File: config.mk
export PLATFORM = sky130hd
export DESIGN_NAME = aemf_dev_flat
export DESIGN_NICKNAME = d
export VERILOG_FILES = /design/src/hdl/aemf_pkg.sv /design/src/hdl/aemf_if.sv /design/src/hdl/aemf_dev.sv /design/src/flat_wrapper.sv
export SDC_FILE = /design/constraint.sdc
export NUM_CORES = 2
export LEC_CHECK = 0
export ABC_AREA = 0
export BUFFER_PORTS_ARGS = -buffer_cell sky130_fd_sc_hd__buf_2
export CAP_MARGIN = 20
export CORE_ASPECT_RATIO = 0.75
export CORE_MARGIN = 2
export CORE_UTILIZATION = 40
export CTS_BUF_LIST = sky130_fd_sc_hd__clkbuf_8 sky130_fd_sc_hd__clkbuf_16
export DETAILED_ROUTE_END_ITERATION = 6
export PLACE_DENSITY = 0.68
export SYNTH_ARGS = -nofsm -noshare
export SYNTH_HDL_FRONTEND = slang
export SYNTH_SLANG_ARGS = --single-unit
File: constraint.sdc
create_clock -name clk -period 12.4 [get_ports clk]
set_clock_uncertainty 0.15 [all_clocks]
set_input_delay 1.86 -clock clk [delete_from_list [all_inputs] [get_ports clk]]
set_output_delay 1.86 -clock clk [all_outputs]
set_load 0.01 [all_outputs]
File: src/hdl/aemf_pkg.sv
// What this block does
// [RULE_01] register port takes valid read address promptly
// [RULE_02] register read valid only with data and response
// [RULE_03] register port reset is active low
// [RULE_04] unmapped register accesses still complete
// [RULE_05] fixed bursts unsupported; host never issues them
// [RULE_06] reads and writes granted round robin
// [RULE_07] one memory access at a time
// [RULE_08] every read beat carries data and response
// [RULE_09] memory read error gives slave error
// [RULE_10] write response after last memory write
// [RULE_11] memory clock is half the bus clock
// [RULE_12] host programs configuration before memory use
// [RULE_13] memory pins move only after acceptance
// [RULE_14] unmapped register reads zero, answers okay
package aemf_pkg;
	localparam int          AW         = 32;
	localparam int          DW         = 32;
	localparam int          LW         = 8;
	localparam int          FIFO_DEPTH = 32;
	localparam logic [1:0]  BURST_FIXED = 2'h0;
	localparam logic [1:0]  BURST_INCR  = 2'h1;
	localparam logic [1:0]  BURST_WRAP  = 2'h2;
	localparam logic [1:0]  RESP_OKAY   = 2'h0;
	localparam logic [1:0]  RESP_SLVERR = 2'h2;
	localparam logic [AW-1:0] BEAT_BYTES = 32'h4;
	localparam logic [AW-1:0] REG_CFG    = 32'h0;
	localparam logic [DW-1:0] CFG_RST    = 32'h0;

	typedef enum logic [2:0] {
		D_IDLE    = 3'b000,
		D_WR_MEM  = 3'b001,
		D_WR_WAIT = 3'b010,
		D_BRESP   = 3'b011,
		D_RD_MEM  = 3'b100,
		D_RD_WAIT = 3'b101,
		D_RD_OUT  = 3'b110
	} aemf_dstate_t;

	typedef enum logic [1:0] {
		H_IDLE = 2'b00,
		H_DATA = 2'b01,
		H_RESP = 2'b10
	} aemf_hstate_t;
endpackage : aemf_pkg

File: src/hdl/aemf_if.sv
`timescale 1ns/10ps
interface aemf_if;
	import aemf_pkg::*;
	// register port
	logic          reg_aresetn;
	logic [AW-1:0] reg_awaddr;
	logic          reg_awvalid;
	logic          reg_awready;
	logic [DW-1:0] reg_wdata;
	logic          reg_wvalid;
	logic          reg_wready;
	logic [1:0]    reg_bresp;
	logic          reg_bvalid;
	logic          reg_bready;
	logic [AW-1:0] reg_araddr;
	logic          reg_arvalid;
	logic          reg_arready;
	logic [DW-1:0] reg_rdata;
	logic [1:0]    reg_rresp;
	logic          reg_rvalid;
	logic          reg_rready;
	// memory-mapped port
	logic [AW-1:0] awaddr;
	logic [LW-1:0] awlen;
	logic [1:0]    awburst;
	logic          awvalid;
	logic          awready;
	logic [DW-1:0] wdata;
	logic          wlast;
	logic          wvalid;
	logic          wready;
	logic [1:0]    bresp;
	logic          bvalid;
	logic          bready;
	logic [AW-1:0] araddr;
	logic [LW-1:0] arlen;
	logic [1:0]    arburst;
	logic          arvalid;
	logic          arready;
	logic [DW-1:0] rdata;
	logic [1:0]    rresp;
	logic          rlast;
	logic          rvalid;
	logic          rready;

	modport dev (
		input  reg_aresetn, reg_awaddr, reg_awvalid, reg_wdata, reg_wvalid,
		input  reg_bready, reg_araddr, reg_arvalid, reg_rready,
		output reg_awready, reg_wready, reg_bresp, reg_bvalid,
		output reg_arready, reg_rdata, reg_rresp, reg_rvalid,
		input  awaddr, awlen, awburst, awvalid, wdata, wlast, wvalid,
		input  bready, araddr, arlen, arburst, arvalid, rready,
		output awready, wready, bresp, bvalid, arready,
		output rdata, rresp, rlast, rvalid
	);
	modport host (
		output reg_aresetn, reg_awaddr, reg_awvalid, reg_wdata, reg_wvalid,
		output reg_bready, reg_araddr, reg_arvalid, reg_rready,
		input  reg_awready, reg_wready, reg_bresp, reg_bvalid,
		input  reg_arready, reg_rdata, reg_rresp, reg_rvalid,
		output awaddr, awlen, awburst, awvalid, wdata, wlast, wvalid,
		output bready, araddr, arlen, arburst, arvalid, rready,
		input  awready, wready, bresp, bvalid, arready,
		input  rdata, rresp, rlast, rvalid
	);
endinterface : aemf_if

File: src/hdl/aemf_dev.sv
`timescale 1ns/10ps
// write data buffer; in_ready is registered so it can drive a port
module aemf_fifo
	import aemf_pkg::*;
#(
	parameter int WIDTH = DW,
	parameter int DEPTH = FIFO_DEPTH
) (
	input  wire logic             clk,
	input  wire logic             rst_n,
	input  wire logic [WIDTH-1:0] in_data,
	input  wire logic             in_valid,
	output logic                  in_ready,
	output logic [WIDTH-1:0]      out_data,
	output logic                  out_valid,
	input  wire logic             out_ready
);
	localparam int PW = $clog2(DEPTH);
	logic [WIDTH-1:0] mem_r [DEPTH];
	logic [PW-1:0]    wp_r;
	logic [PW-1:0]    rp_r;
	logic [PW:0]      cnt_r;
	logic [PW:0]      cnt_nxt;
	logic             push;
	logic             pop;

	assign push      = in_valid && in_ready;
	assign pop       = out_valid && out_ready;
	assign out_valid = (cnt_r != '0);
	assign out_data  = mem_r[rp_r];
	assign cnt_nxt   = cnt_r + {{PW{1'b0}}, push} - {{PW{1'b0}}, pop};

	// storage has no reset, only pointers, count and ready do
	always_ff @(posedge clk) begin
		if (push) begin
			mem_r[wp_r] <= in_data;
		end
	end

	// pointers, fill level and registered ready
	always_ff @(posedge clk) begin
		if (!rst_n) begin
			wp_r     <= '0;
			rp_r     <= '0;
			cnt_r    <= '0;
			in_ready <= 1'b0;
		end else begin
			if (push) begin
				wp_r <= wp_r + 1'b1;
			end
			if (pop) begin
				rp_r <= rp_r + 1'b1;
			end
			cnt_r    <= cnt_nxt;
			in_ready <= (cnt_nxt != (PW+1)'(DEPTH));
		end
	end
endmodule : aemf_fifo

module aemf_dev
	import aemf_pkg::*;
(
	input  wire logic          clk,
	input  wire logic          rst_n,
	aemf_if.dev                bus,
	output logic               mem_clk,
	output logic               mem_req,
	output logic               mem_we,
	output logic [AW-1:0]      mem_addr,
	output logic [DW-1:0]      mem_wdata,
	input  wire logic [DW-1:0] mem_rdata,
	input  wire logic          mem_ack,
	input  wire logic          mem_err,
	output logic [DW-1:0]      mem_cfg
);
	aemf_dstate_t  st_r;
	logic [AW-1:0] addr_r;
	logic [LW-1:0] len_r;
	logic [LW-1:0] left_r;
	logic [1:0]    burst_r;
	logic          fixed_r;
	logic          last_wr_r;
	logic          werr_r;
	logic          lite_rst;
	logic [DW-1:0] fq_data;
	logic          fq_valid;
	logic          fq_pop;

	// next beat address; wrap bursts fold at their own size
	function automatic logic [AW-1:0] next_addr(
		input logic [AW-1:0] a,
		input logic [LW-1:0] l,
		input logic [1:0]    b
	);
		logic [AW-1:0] m;
		m = (({{(AW-LW){1'b0}}, l} + 1'b1) << 2) - 1'b1;
		if (b == BURST_WRAP) begin
			next_addr = (a & ~m) | ((a + BEAT_BYTES) & m);
		end else begin
			next_addr = a + BEAT_BYTES;
		end
	endfunction : next_addr

	// write beats queue here so memory stalls push back on wready
	aemf_fifo #(.WIDTH(DW), .DEPTH(FIFO_DEPTH)) aemf_fifo_inst (
		.clk       (clk),
		.rst_n     (rst_n),
		.in_data   (bus.wdata),
		.in_valid  (bus.wvalid),
		.in_ready  (bus.wready),
		.out_data  (fq_data),
		.out_valid (fq_valid),
		.out_ready (fq_pop)
	);
	assign fq_pop = (st_r == D_WR_MEM) && fq_valid;

	// burst engine: one burst, one memory access in flight
	always_ff @(posedge clk) begin
		if (!rst_n) begin
			st_r        <= D_IDLE;
			addr_r      <= '0;
			len_r       <= '0;
			left_r      <= '0;
			burst_r     <= BURST_INCR;
			fixed_r     <= 1'b0;
			last_wr_r   <= 1'b0;
			werr_r      <= 1'b0;
			bus.awready <= 1'b0;
			bus.arready <= 1'b0;
			bus.bvalid  <= 1'b0;
			bus.bresp   <= RESP_OKAY;
			bus.rvalid  <= 1'b0;
			bus.rdata   <= '0;
			bus.rresp   <= RESP_OKAY;
			bus.rlast   <= 1'b0;
			mem_req     <= 1'b0;
			mem_we      <= 1'b0;
			mem_addr    <= '0;
			mem_wdata   <= '0;
		end else begin
			bus.awready <= 1'b0;
			bus.arready <= 1'b0;
			case (st_r)
			D_IDLE: begin
				// a waiting channel that did not go last wins a tie
				if (bus.awvalid && (!bus.arvalid || !last_wr_r)) begin // RULE_06
					bus.awready <= 1'b1;
					addr_r      <= bus.awaddr;
					len_r       <= bus.awlen;
					left_r      <= bus.awlen;
					burst_r     <= bus.awburst;
					fixed_r     <= (bus.awburst == BURST_FIXED); // RULE_05
					werr_r      <= 1'b0;
					st_r        <= D_WR_MEM;
				end else if (bus.arvalid) begin // RULE_06
					bus.arready <= 1'b1;
					addr_r      <= bus.araddr;
					len_r       <= bus.arlen;
					left_r      <= bus.arlen;
					burst_r     <= bus.arburst;
					fixed_r     <= (bus.arburst == BURST_FIXED); // RULE_05
					st_r        <= D_RD_MEM;
				end
			end
			D_WR_MEM: begin
				if (fq_valid) begin
					if (fixed_r) begin
						// unsupported burst: drain beats, touch no pins
						werr_r <= 1'b1; // RULE_05
						if (left_r == '0) begin
							bus.bvalid <= 1'b1;
							bus.bresp  <= RESP_SLVERR;
							st_r       <= D_BRESP;
						end else begin
							left_r <= left_r - 1'b1;
						end
					end else begin
						mem_req   <= 1'b1; // RULE_13
						mem_we    <= 1'b1;
						mem_addr  <= addr_r;
						mem_wdata <= fq_data;
						st_r      <= D_WR_WAIT;
					end
				end
			end
			D_WR_WAIT: begin
				if (mem_ack) begin
					mem_req <= 1'b0; // RULE_07
					addr_r  <= next_addr(addr_r, len_r, burst_r);
					if (left_r == '0) begin
						bus.bvalid <= 1'b1; // RULE_10
						bus.bresp  <= (werr_r || mem_err) ? RESP_SLVERR : RESP_OKAY;
						st_r       <= D_BRESP;
					end else begin
						werr_r <= werr_r || mem_err;
						left_r <= left_r - 1'b1;
						st_r   <= D_WR_MEM;
					end
				end
			end
			D_BRESP: begin
				if (bus.bready) begin
					bus.bvalid <= 1'b0;
					last_wr_r  <= 1'b1;
					st_r       <= D_IDLE;
				end
			end
			D_RD_MEM: begin
				if (fixed_r) begin
					bus.rvalid <= 1'b1;
					bus.rdata  <= '0;
					bus.rresp  <= RESP_SLVERR; // RULE_05
					bus.rlast  <= (left_r == '0);
					st_r       <= D_RD_OUT;
				end else begin
					mem_req  <= 1'b1; // RULE_13
					mem_we   <= 1'b0;
					mem_addr <= addr_r;
					st_r     <= D_RD_WAIT;
				end
			end
			D_RD_WAIT: begin
				if (mem_ack) begin
					mem_req    <= 1'b0; // RULE_07
					addr_r     <= next_addr(addr_r, len_r, burst_r);
					bus.rvalid <= 1'b1; // RULE_08
					bus.rdata  <= mem_rdata;
					bus.rresp  <= mem_err ? RESP_SLVERR : RESP_OKAY; // RULE_09
					bus.rlast  <= (left_r == '0);
					st_r       <= D_RD_OUT;
				end
			end
			D_RD_OUT: begin
				if (bus.rready) begin
					bus.rvalid <= 1'b0;
					if (bus.rlast) begin
						last_wr_r <= 1'b0;
						st_r      <= D_IDLE;
					end else begin
						left_r <= left_r - 1'b1;
						st_r   <= D_RD_MEM;
					end
				end
			end
			default: begin
				st_r <= D_IDLE;
			end
			endcase
		end
	end

	// memory clock at half rate, quiet outside accesses
	always_ff @(posedge clk) begin
		if (!rst_n) begin
			mem_clk <= 1'b0;
		end else begin
			mem_clk <= mem_req ? ~mem_clk : 1'b0; // RULE_11
		end
	end

	// register port held in reset by its own low reset as well
	assign lite_rst = !rst_n || !bus.reg_aresetn; // RULE_03

	// register port: address and data taken together, one at a time
	always_ff @(posedge clk) begin
		if (lite_rst) begin
			bus.reg_awready <= 1'b0;
			bus.reg_wready  <= 1'b0;
			bus.reg_bvalid  <= 1'b0;
			bus.reg_bresp   <= RESP_OKAY;
			bus.reg_arready <= 1'b0;
			bus.reg_rvalid  <= 1'b0;
			bus.reg_rdata   <= '0;
			bus.reg_rresp   <= RESP_OKAY;
			mem_cfg         <= CFG_RST;
		end else begin
			bus.reg_awready <= 1'b0;
			bus.reg_wready  <= 1'b0;
			bus.reg_arready <= 1'b0;
			if (bus.reg_awvalid && bus.reg_wvalid && !bus.reg_awready
				&& !bus.reg_bvalid) begin
				bus.reg_awready <= 1'b1;
				bus.reg_wready  <= 1'b1;
				bus.reg_bvalid  <= 1'b1; // RULE_04
				bus.reg_bresp   <= RESP_OKAY; // RULE_14
				if (bus.reg_awaddr == REG_CFG) begin
					mem_cfg <= bus.reg_wdata;
				end
			end else if (bus.reg_bvalid && bus.reg_bready) begin
				bus.reg_bvalid <= 1'b0;
			end
			if (bus.reg_arvalid && !bus.reg_arready && !bus.reg_rvalid) begin
				bus.reg_arready <= 1'b1; // RULE_01
				bus.reg_rvalid  <= 1'b1; // RULE_02
				bus.reg_rresp   <= RESP_OKAY; // RULE_14
				bus.reg_rdata   <= (bus.reg_araddr == REG_CFG) ? mem_cfg : '0;
			end else if (bus.reg_rvalid && bus.reg_rready) begin
				bus.reg_rvalid <= 1'b0;
			end
		end
	end
endmodule : aemf_dev

File: src/flat_wrapper.sv
// flat-port wrapper written by rule: the top's interface ports become plain ports
module aemf_dev_flat import aemf_pkg::*;
  (clk, rst_n, mem_clk, mem_req, mem_we, mem_addr, mem_wdata, mem_rdata, mem_ack, mem_err, mem_cfg, bus_reg_aresetn, bus_reg_awaddr, bus_reg_awvalid, bus_reg_wdata, bus_reg_wvalid, bus_reg_bready, bus_reg_araddr, bus_reg_arvalid, bus_reg_rready, bus_reg_awready, bus_reg_wready, bus_reg_bresp, bus_reg_bvalid, bus_reg_arready, bus_reg_rdata, bus_reg_rresp, bus_reg_rvalid, bus_awaddr, bus_awlen, bus_awburst, bus_awvalid, bus_wdata, bus_wlast, bus_wvalid, bus_bready, bus_araddr, bus_arlen, bus_arburst, bus_arvalid, bus_rready, bus_awready, bus_wready, bus_bresp, bus_bvalid, bus_arready, bus_rdata, bus_rresp, bus_rlast, bus_rvalid);
  aemf_if bus_i ();
  input  wire logic clk;
  input  wire logic rst_n;
  output logic mem_clk;
  output logic mem_req;
  output logic mem_we;
  output logic [AW-1:0] mem_addr;
  output logic [DW-1:0] mem_wdata;
  input  wire logic [DW-1:0] mem_rdata;
  input  wire logic mem_ack;
  input  wire logic mem_err;
  output logic [DW-1:0] mem_cfg;
  input wire logic [$bits(bus_i.reg_aresetn)-1:0] bus_reg_aresetn;
  input wire logic [$bits(bus_i.reg_awaddr)-1:0] bus_reg_awaddr;
  input wire logic [$bits(bus_i.reg_awvalid)-1:0] bus_reg_awvalid;
  input wire logic [$bits(bus_i.reg_wdata)-1:0] bus_reg_wdata;
  input wire logic [$bits(bus_i.reg_wvalid)-1:0] bus_reg_wvalid;
  input wire logic [$bits(bus_i.reg_bready)-1:0] bus_reg_bready;
  input wire logic [$bits(bus_i.reg_araddr)-1:0] bus_reg_araddr;
  input wire logic [$bits(bus_i.reg_arvalid)-1:0] bus_reg_arvalid;
  input wire logic [$bits(bus_i.reg_rready)-1:0] bus_reg_rready;
  output wire logic [$bits(bus_i.reg_awready)-1:0] bus_reg_awready;
  output wire logic [$bits(bus_i.reg_wready)-1:0] bus_reg_wready;
  output wire logic [$bits(bus_i.reg_bresp)-1:0] bus_reg_bresp;
  output wire logic [$bits(bus_i.reg_bvalid)-1:0] bus_reg_bvalid;
  output wire logic [$bits(bus_i.reg_arready)-1:0] bus_reg_arready;
  output wire logic [$bits(bus_i.reg_rdata)-1:0] bus_reg_rdata;
  output wire logic [$bits(bus_i.reg_rresp)-1:0] bus_reg_rresp;
  output wire logic [$bits(bus_i.reg_rvalid)-1:0] bus_reg_rvalid;
  input wire logic [$bits(bus_i.awaddr)-1:0] bus_awaddr;
  input wire logic [$bits(bus_i.awlen)-1:0] bus_awlen;
  input wire logic [$bits(bus_i.awburst)-1:0] bus_awburst;
  input wire logic [$bits(bus_i.awvalid)-1:0] bus_awvalid;
  input wire logic [$bits(bus_i.wdata)-1:0] bus_wdata;
  input wire logic [$bits(bus_i.wlast)-1:0] bus_wlast;
  input wire logic [$bits(bus_i.wvalid)-1:0] bus_wvalid;
  input wire logic [$bits(bus_i.bready)-1:0] bus_bready;
  input wire logic [$bits(bus_i.araddr)-1:0] bus_araddr;
  input wire logic [$bits(bus_i.arlen)-1:0] bus_arlen;
  input wire logic [$bits(bus_i.arburst)-1:0] bus_arburst;
  input wire logic [$bits(bus_i.arvalid)-1:0] bus_arvalid;
  input wire logic [$bits(bus_i.rready)-1:0] bus_rready;
  output wire logic [$bits(bus_i.awready)-1:0] bus_awready;
  output wire logic [$bits(bus_i.wready)-1:0] bus_wready;
  output wire logic [$bits(bus_i.bresp)-1:0] bus_bresp;
  output wire logic [$bits(bus_i.bvalid)-1:0] bus_bvalid;
  output wire logic [$bits(bus_i.arready)-1:0] bus_arready;
  output wire logic [$bits(bus_i.rdata)-1:0] bus_rdata;
  output wire logic [$bits(bus_i.rresp)-1:0] bus_rresp;
  output wire logic [$bits(bus_i.rlast)-1:0] bus_rlast;
  output wire logic [$bits(bus_i.rvalid)-1:0] bus_rvalid;
  assign bus_i.reg_aresetn = bus_reg_aresetn;
  assign bus_i.reg_awaddr = bus_reg_awaddr;
  assign bus_i.reg_awvalid = bus_reg_awvalid;
  assign bus_i.reg_wdata = bus_reg_wdata;
  assign bus_i.reg_wvalid = bus_reg_wvalid;
  assign bus_i.reg_bready = bus_reg_bready;
  assign bus_i.reg_araddr = bus_reg_araddr;
  assign bus_i.reg_arvalid = bus_reg_arvalid;
  assign bus_i.reg_rready = bus_reg_rready;
  assign bus_reg_awready = bus_i.reg_awready;
  assign bus_reg_wready = bus_i.reg_wready;
  assign bus_reg_bresp = bus_i.reg_bresp;
  assign bus_reg_bvalid = bus_i.reg_bvalid;
  assign bus_reg_arready = bus_i.reg_arready;
  assign bus_reg_rdata = bus_i.reg_rdata;
  assign bus_reg_rresp = bus_i.reg_rresp;
  assign bus_reg_rvalid = bus_i.reg_rvalid;
  assign bus_i.awaddr = bus_awaddr;
  assign bus_i.awlen = bus_awlen;
  assign bus_i.awburst = bus_awburst;
  assign bus_i.awvalid = bus_awvalid;
  assign bus_i.wdata = bus_wdata;
  assign bus_i.wlast = bus_wlast;
  assign bus_i.wvalid = bus_wvalid;
  assign bus_i.bready = bus_bready;
  assign bus_i.araddr = bus_araddr;
  assign bus_i.arlen = bus_arlen;
  assign bus_i.arburst = bus_arburst;
  assign bus_i.arvalid = bus_arvalid;
  assign bus_i.rready = bus_rready;
  assign bus_awready = bus_i.awready;
  assign bus_wready = bus_i.wready;
  assign bus_bresp = bus_i.bresp;
  assign bus_bvalid = bus_i.bvalid;
  assign bus_arready = bus_i.arready;
  assign bus_rdata = bus_i.rdata;
  assign bus_rresp = bus_i.rresp;
  assign bus_rlast = bus_i.rlast;
  assign bus_rvalid = bus_i.rvalid;
  aemf_dev u_core (.clk(clk), .rst_n(rst_n), .bus(bus_i), .mem_clk(mem_clk), .mem_req(mem_req), .mem_we(mem_we), .mem_addr(mem_addr), .mem_wdata(mem_wdata), .mem_rdata(mem_rdata), .mem_ack(mem_ack), .mem_err(mem_err), .mem_cfg(mem_cfg));
endmodule
==> results.md <==
- Gpl congestion: 0.880
- Hold path depth: 1
- Hold slack: 0.255 ns
- RR Startpoint: u_core.aemf_fifo_inst.rp_r[1]
- Clock buffer depth: 3
- Pwr/cell area: 182 nW/um^2
- Leak: 19.2 nW
- Arr. time, crit path: 4.55 ns
- Ys Warns: 0
- Initial DRC Count: 2811
- Post-route minimum period: 4.29 ns
- Worst Path Required: 12.66 ns
- Status: completed
- CP Launch Type: primary input
- Final HPWL DP: 76.0 mm
- Setup violations, final: 0
- Routed len/inst: 25.2 um
- Post-synthesis cell count: 2991
- DRC viols: 0
- Post-CTS Resized: 0
- Number of global-route vias before repair: 27918
- Register area share after synthesis: 0.711
- Routed WL: 130 mm
- Synthesized flop and latch total: 1271
- Hold buffers post-CTS: 0
- First-pass GRT wire length: 188 mm
- Area grow syn2layout: 16.0%
- Post-synth EDFFs: 1024
- Initial antenna violation count: 8
- CP Launch Point: bus_wvalid
- Post-CTS Setup Inserts: 0
- Fin. Hold Viols: 0
- Worst R2R Setup Slack: 8.27 ns
- Most frequent cells in the layout: edfxtp_1 (1024), buf_2 (434), nand2_1 (293), mux4_2 (288), dfxtp_1 (242)
- I/O Buffers: 434
- Clk slew on worst S/H paths: 0.06 ns
- Max Cap Viol: 0
- Global route total overflow: 0
- Unrepaired setup endpoints after global routing: no
- Hold WC Path Type: flip-flop to flip-flop
- Period utilization: 0.346
- Yosys cell types: 79
- Max VDD drop: 0.156 mV
- Vias per cell: 5.62
- Dpl cells: 4954
- Final Power: 10.6 mW
- Placement-stage cell area: 54400 um^2
- Worst R2R Path Depth: 6
- I/O pin count: 442
- Row cnt: 112
- Mean Syn Cell Area: 16.8 um^2
- Core Footprint: 124000 um^2
- Global-route usage over all layers: 0.198
- Asr flop ratio synth: 0
- Initial Utilization: 0.404
- Hold EP: u_core.mem_clk
- Final layout net count: 3700
- TritonCTS buffer count: 117
- Hold Crit Start: u_core.mem_clk
- Worst Path Class, Setup: primary input to flip-flop
- Crit-path max FO: 17
- F_max: 233 MHz
- Setup tns final: 0 ns
- Main flop type after synthesis: edfxtp_1
- DIE AREA: 128000 um^2
- Later-pin clock latency in the skew report: 0.76 ns
- Max-slew headroom: 0.217
- Via Count: 29033
- Die X: 413 um
- RR Endpoint: u_core.mem_wdata[29]
- Worst-margin pin slew: 1.17 ns
- Layout cells sized above 1: 0.310
- Commonest non-fill, non-tap cell in the layout: edfxtp_1
- Die height: 311 um
- Fin. max-slew vios: 0
- Mapped Area: 50200 um^2
- CTS tree: done
- Root buf cell: clkbuf_16
- Remaining antenna violation count: 0
- Crit end category: flip-flop
- CTS H-tree depth: 3
- Drt pass-1 iters: 6
- Non-Filler Instances: 5167
- Largest net degree at the start of global routing: 135
- CTS sink count: 1271
- Final instance area: 58300 um^2
[worst max path at each step]
stage,cells after the start,end
after detailed placement,5,u_core.aemf_fifo_inst.mem_r[24][30]
after global placement,5,u_core.aemf_fifo_inst.mem_r[24][30]
final,5,u_core.aemf_fifo_inst.mem_r[24][30]
after CTS,6,u_core.mem_wdata[29]
after floorplan,4,u_core.aemf_fifo_inst.mem_r[23][0]
after global routing,5,u_core.aemf_fifo_inst.mem_r[24][24]
[critical path: stages]
cell and delay, ns:
buf_2 0.07, and2_1 0.47, nand2_1 0.61, nor2_4 0.98
buf_4 0.51
[where the power goes]
group	switching, mW	internal [mW]
clock network	1.59	1.98
logic	1.08	0.956
registers	0.238	4.77
total	2.91	7.71
[kinds of logic after synthesis]
group,Yosys count,share of synthesized area
flops,1271,0.711
simple gates,688,0.0621
compound gates,403,0.0511
mux,374,0.148
buf+inv,212,0.0193
xor+xnor,23,0.00401
fa+ha+maj,19,0.00488
other cells,1,0.0000747
[metrics by stage]
| stage | utilization | setup slack, ns |
|---|---|---|
| final | 0.468 | 8.11 |
| after CTS | 0.468 | 8.14 |
| after global placement | 0.437 | 7.51 |
| after detailed placement | 0.437 | 7.44 |
| after global routing | 0.468 | 8.08 |
| after floorplan | - | 6.96 |
[area by class of cell]
cell class                 instances  area [um^2]
fill                           10502        66200
tap                             1653         2070
clock buffer                     131         3130
multi-input combinational       1513        13900
antenna                            1         2.50
clock inverter                    80          713
inverter                          21         81.3
sequential                      1271        35700
timing repair buffer             497         2700
[cells in the mapped netlist, types with 4 or more instances]
cell	count	area, um^2
mux2_2	64	721
nor2b_1	41	257
xnor2_1	16	140
nand3b_1	5	37.5
inv_1	20	75.1
nand2_1	294	1100
clkbuf_8	6	82.6
o21ai_0	44	220
buf_1	15	56.3
clkbuf_1	106	398
a31oi_1	6	37.5
o31ai_1	34	255
a211oi_1	11	82.6
nor3_1	24	120
buf_4	13	97.6
nor2_1	190	713
or3_1	10	62.6
mux2i_1	22	220
o221ai_1	7	61.3
xor2_1	7	61.3
o2111ai_1	5	43.8
buf_2	50	250
and2_1	6	37.5
nor4_1	28	175
o22ai_1	42	263
nand4_1	16	100
a22oi_1	64	480
nand2b_1	11	68.8
a311oi_1	4	35.0
and4_1	5	43.8
or4_1	5	37.5
dfxtp_1	247	4940
nand3_1	23	115
edfxtp_1	1024	30700
a21oi_1	147	736
a21boi_0	5	37.5
ha_1	18	225
mux4_2	288	6490
and3_1	9	56.3
[sequential cells by signal, summed over array words and instances, names as in the netlist, 2 cells and up, named ones only]
register                     count
u_core.aemf_fifo_inst.mem_r   1024
u_core.bus.rdata                32
u_core.bus.reg_rdata            32
u_core.mem_addr                 32
u_core.mem_cfg                  32
u_core.mem_wdata                32
u_core.left_r                    8
u_core.len_r                     8
u_core.aemf_fifo_inst.cnt_r      6
u_core.aemf_fifo_inst.rp_r       5
u_core.aemf_fifo_inst.wp_r       5
u_core.addr_r                    3
u_core.st_r                      3
u_core.burst_r                   2
[per-layer routing]
layer / vias up / share of wire / global-route usage
li1: 12627 / - / -
met1: 14894 / 0.43 / 0.291
met2: 1314 / 0.45 / 0.297
met3: 196 / 0.092 / 0.0481
met4: 2 / 0.022 / 0.0521
met5: - / 0.000054 / 0
No activity file was read; power rests on OpenSTA's default activity.
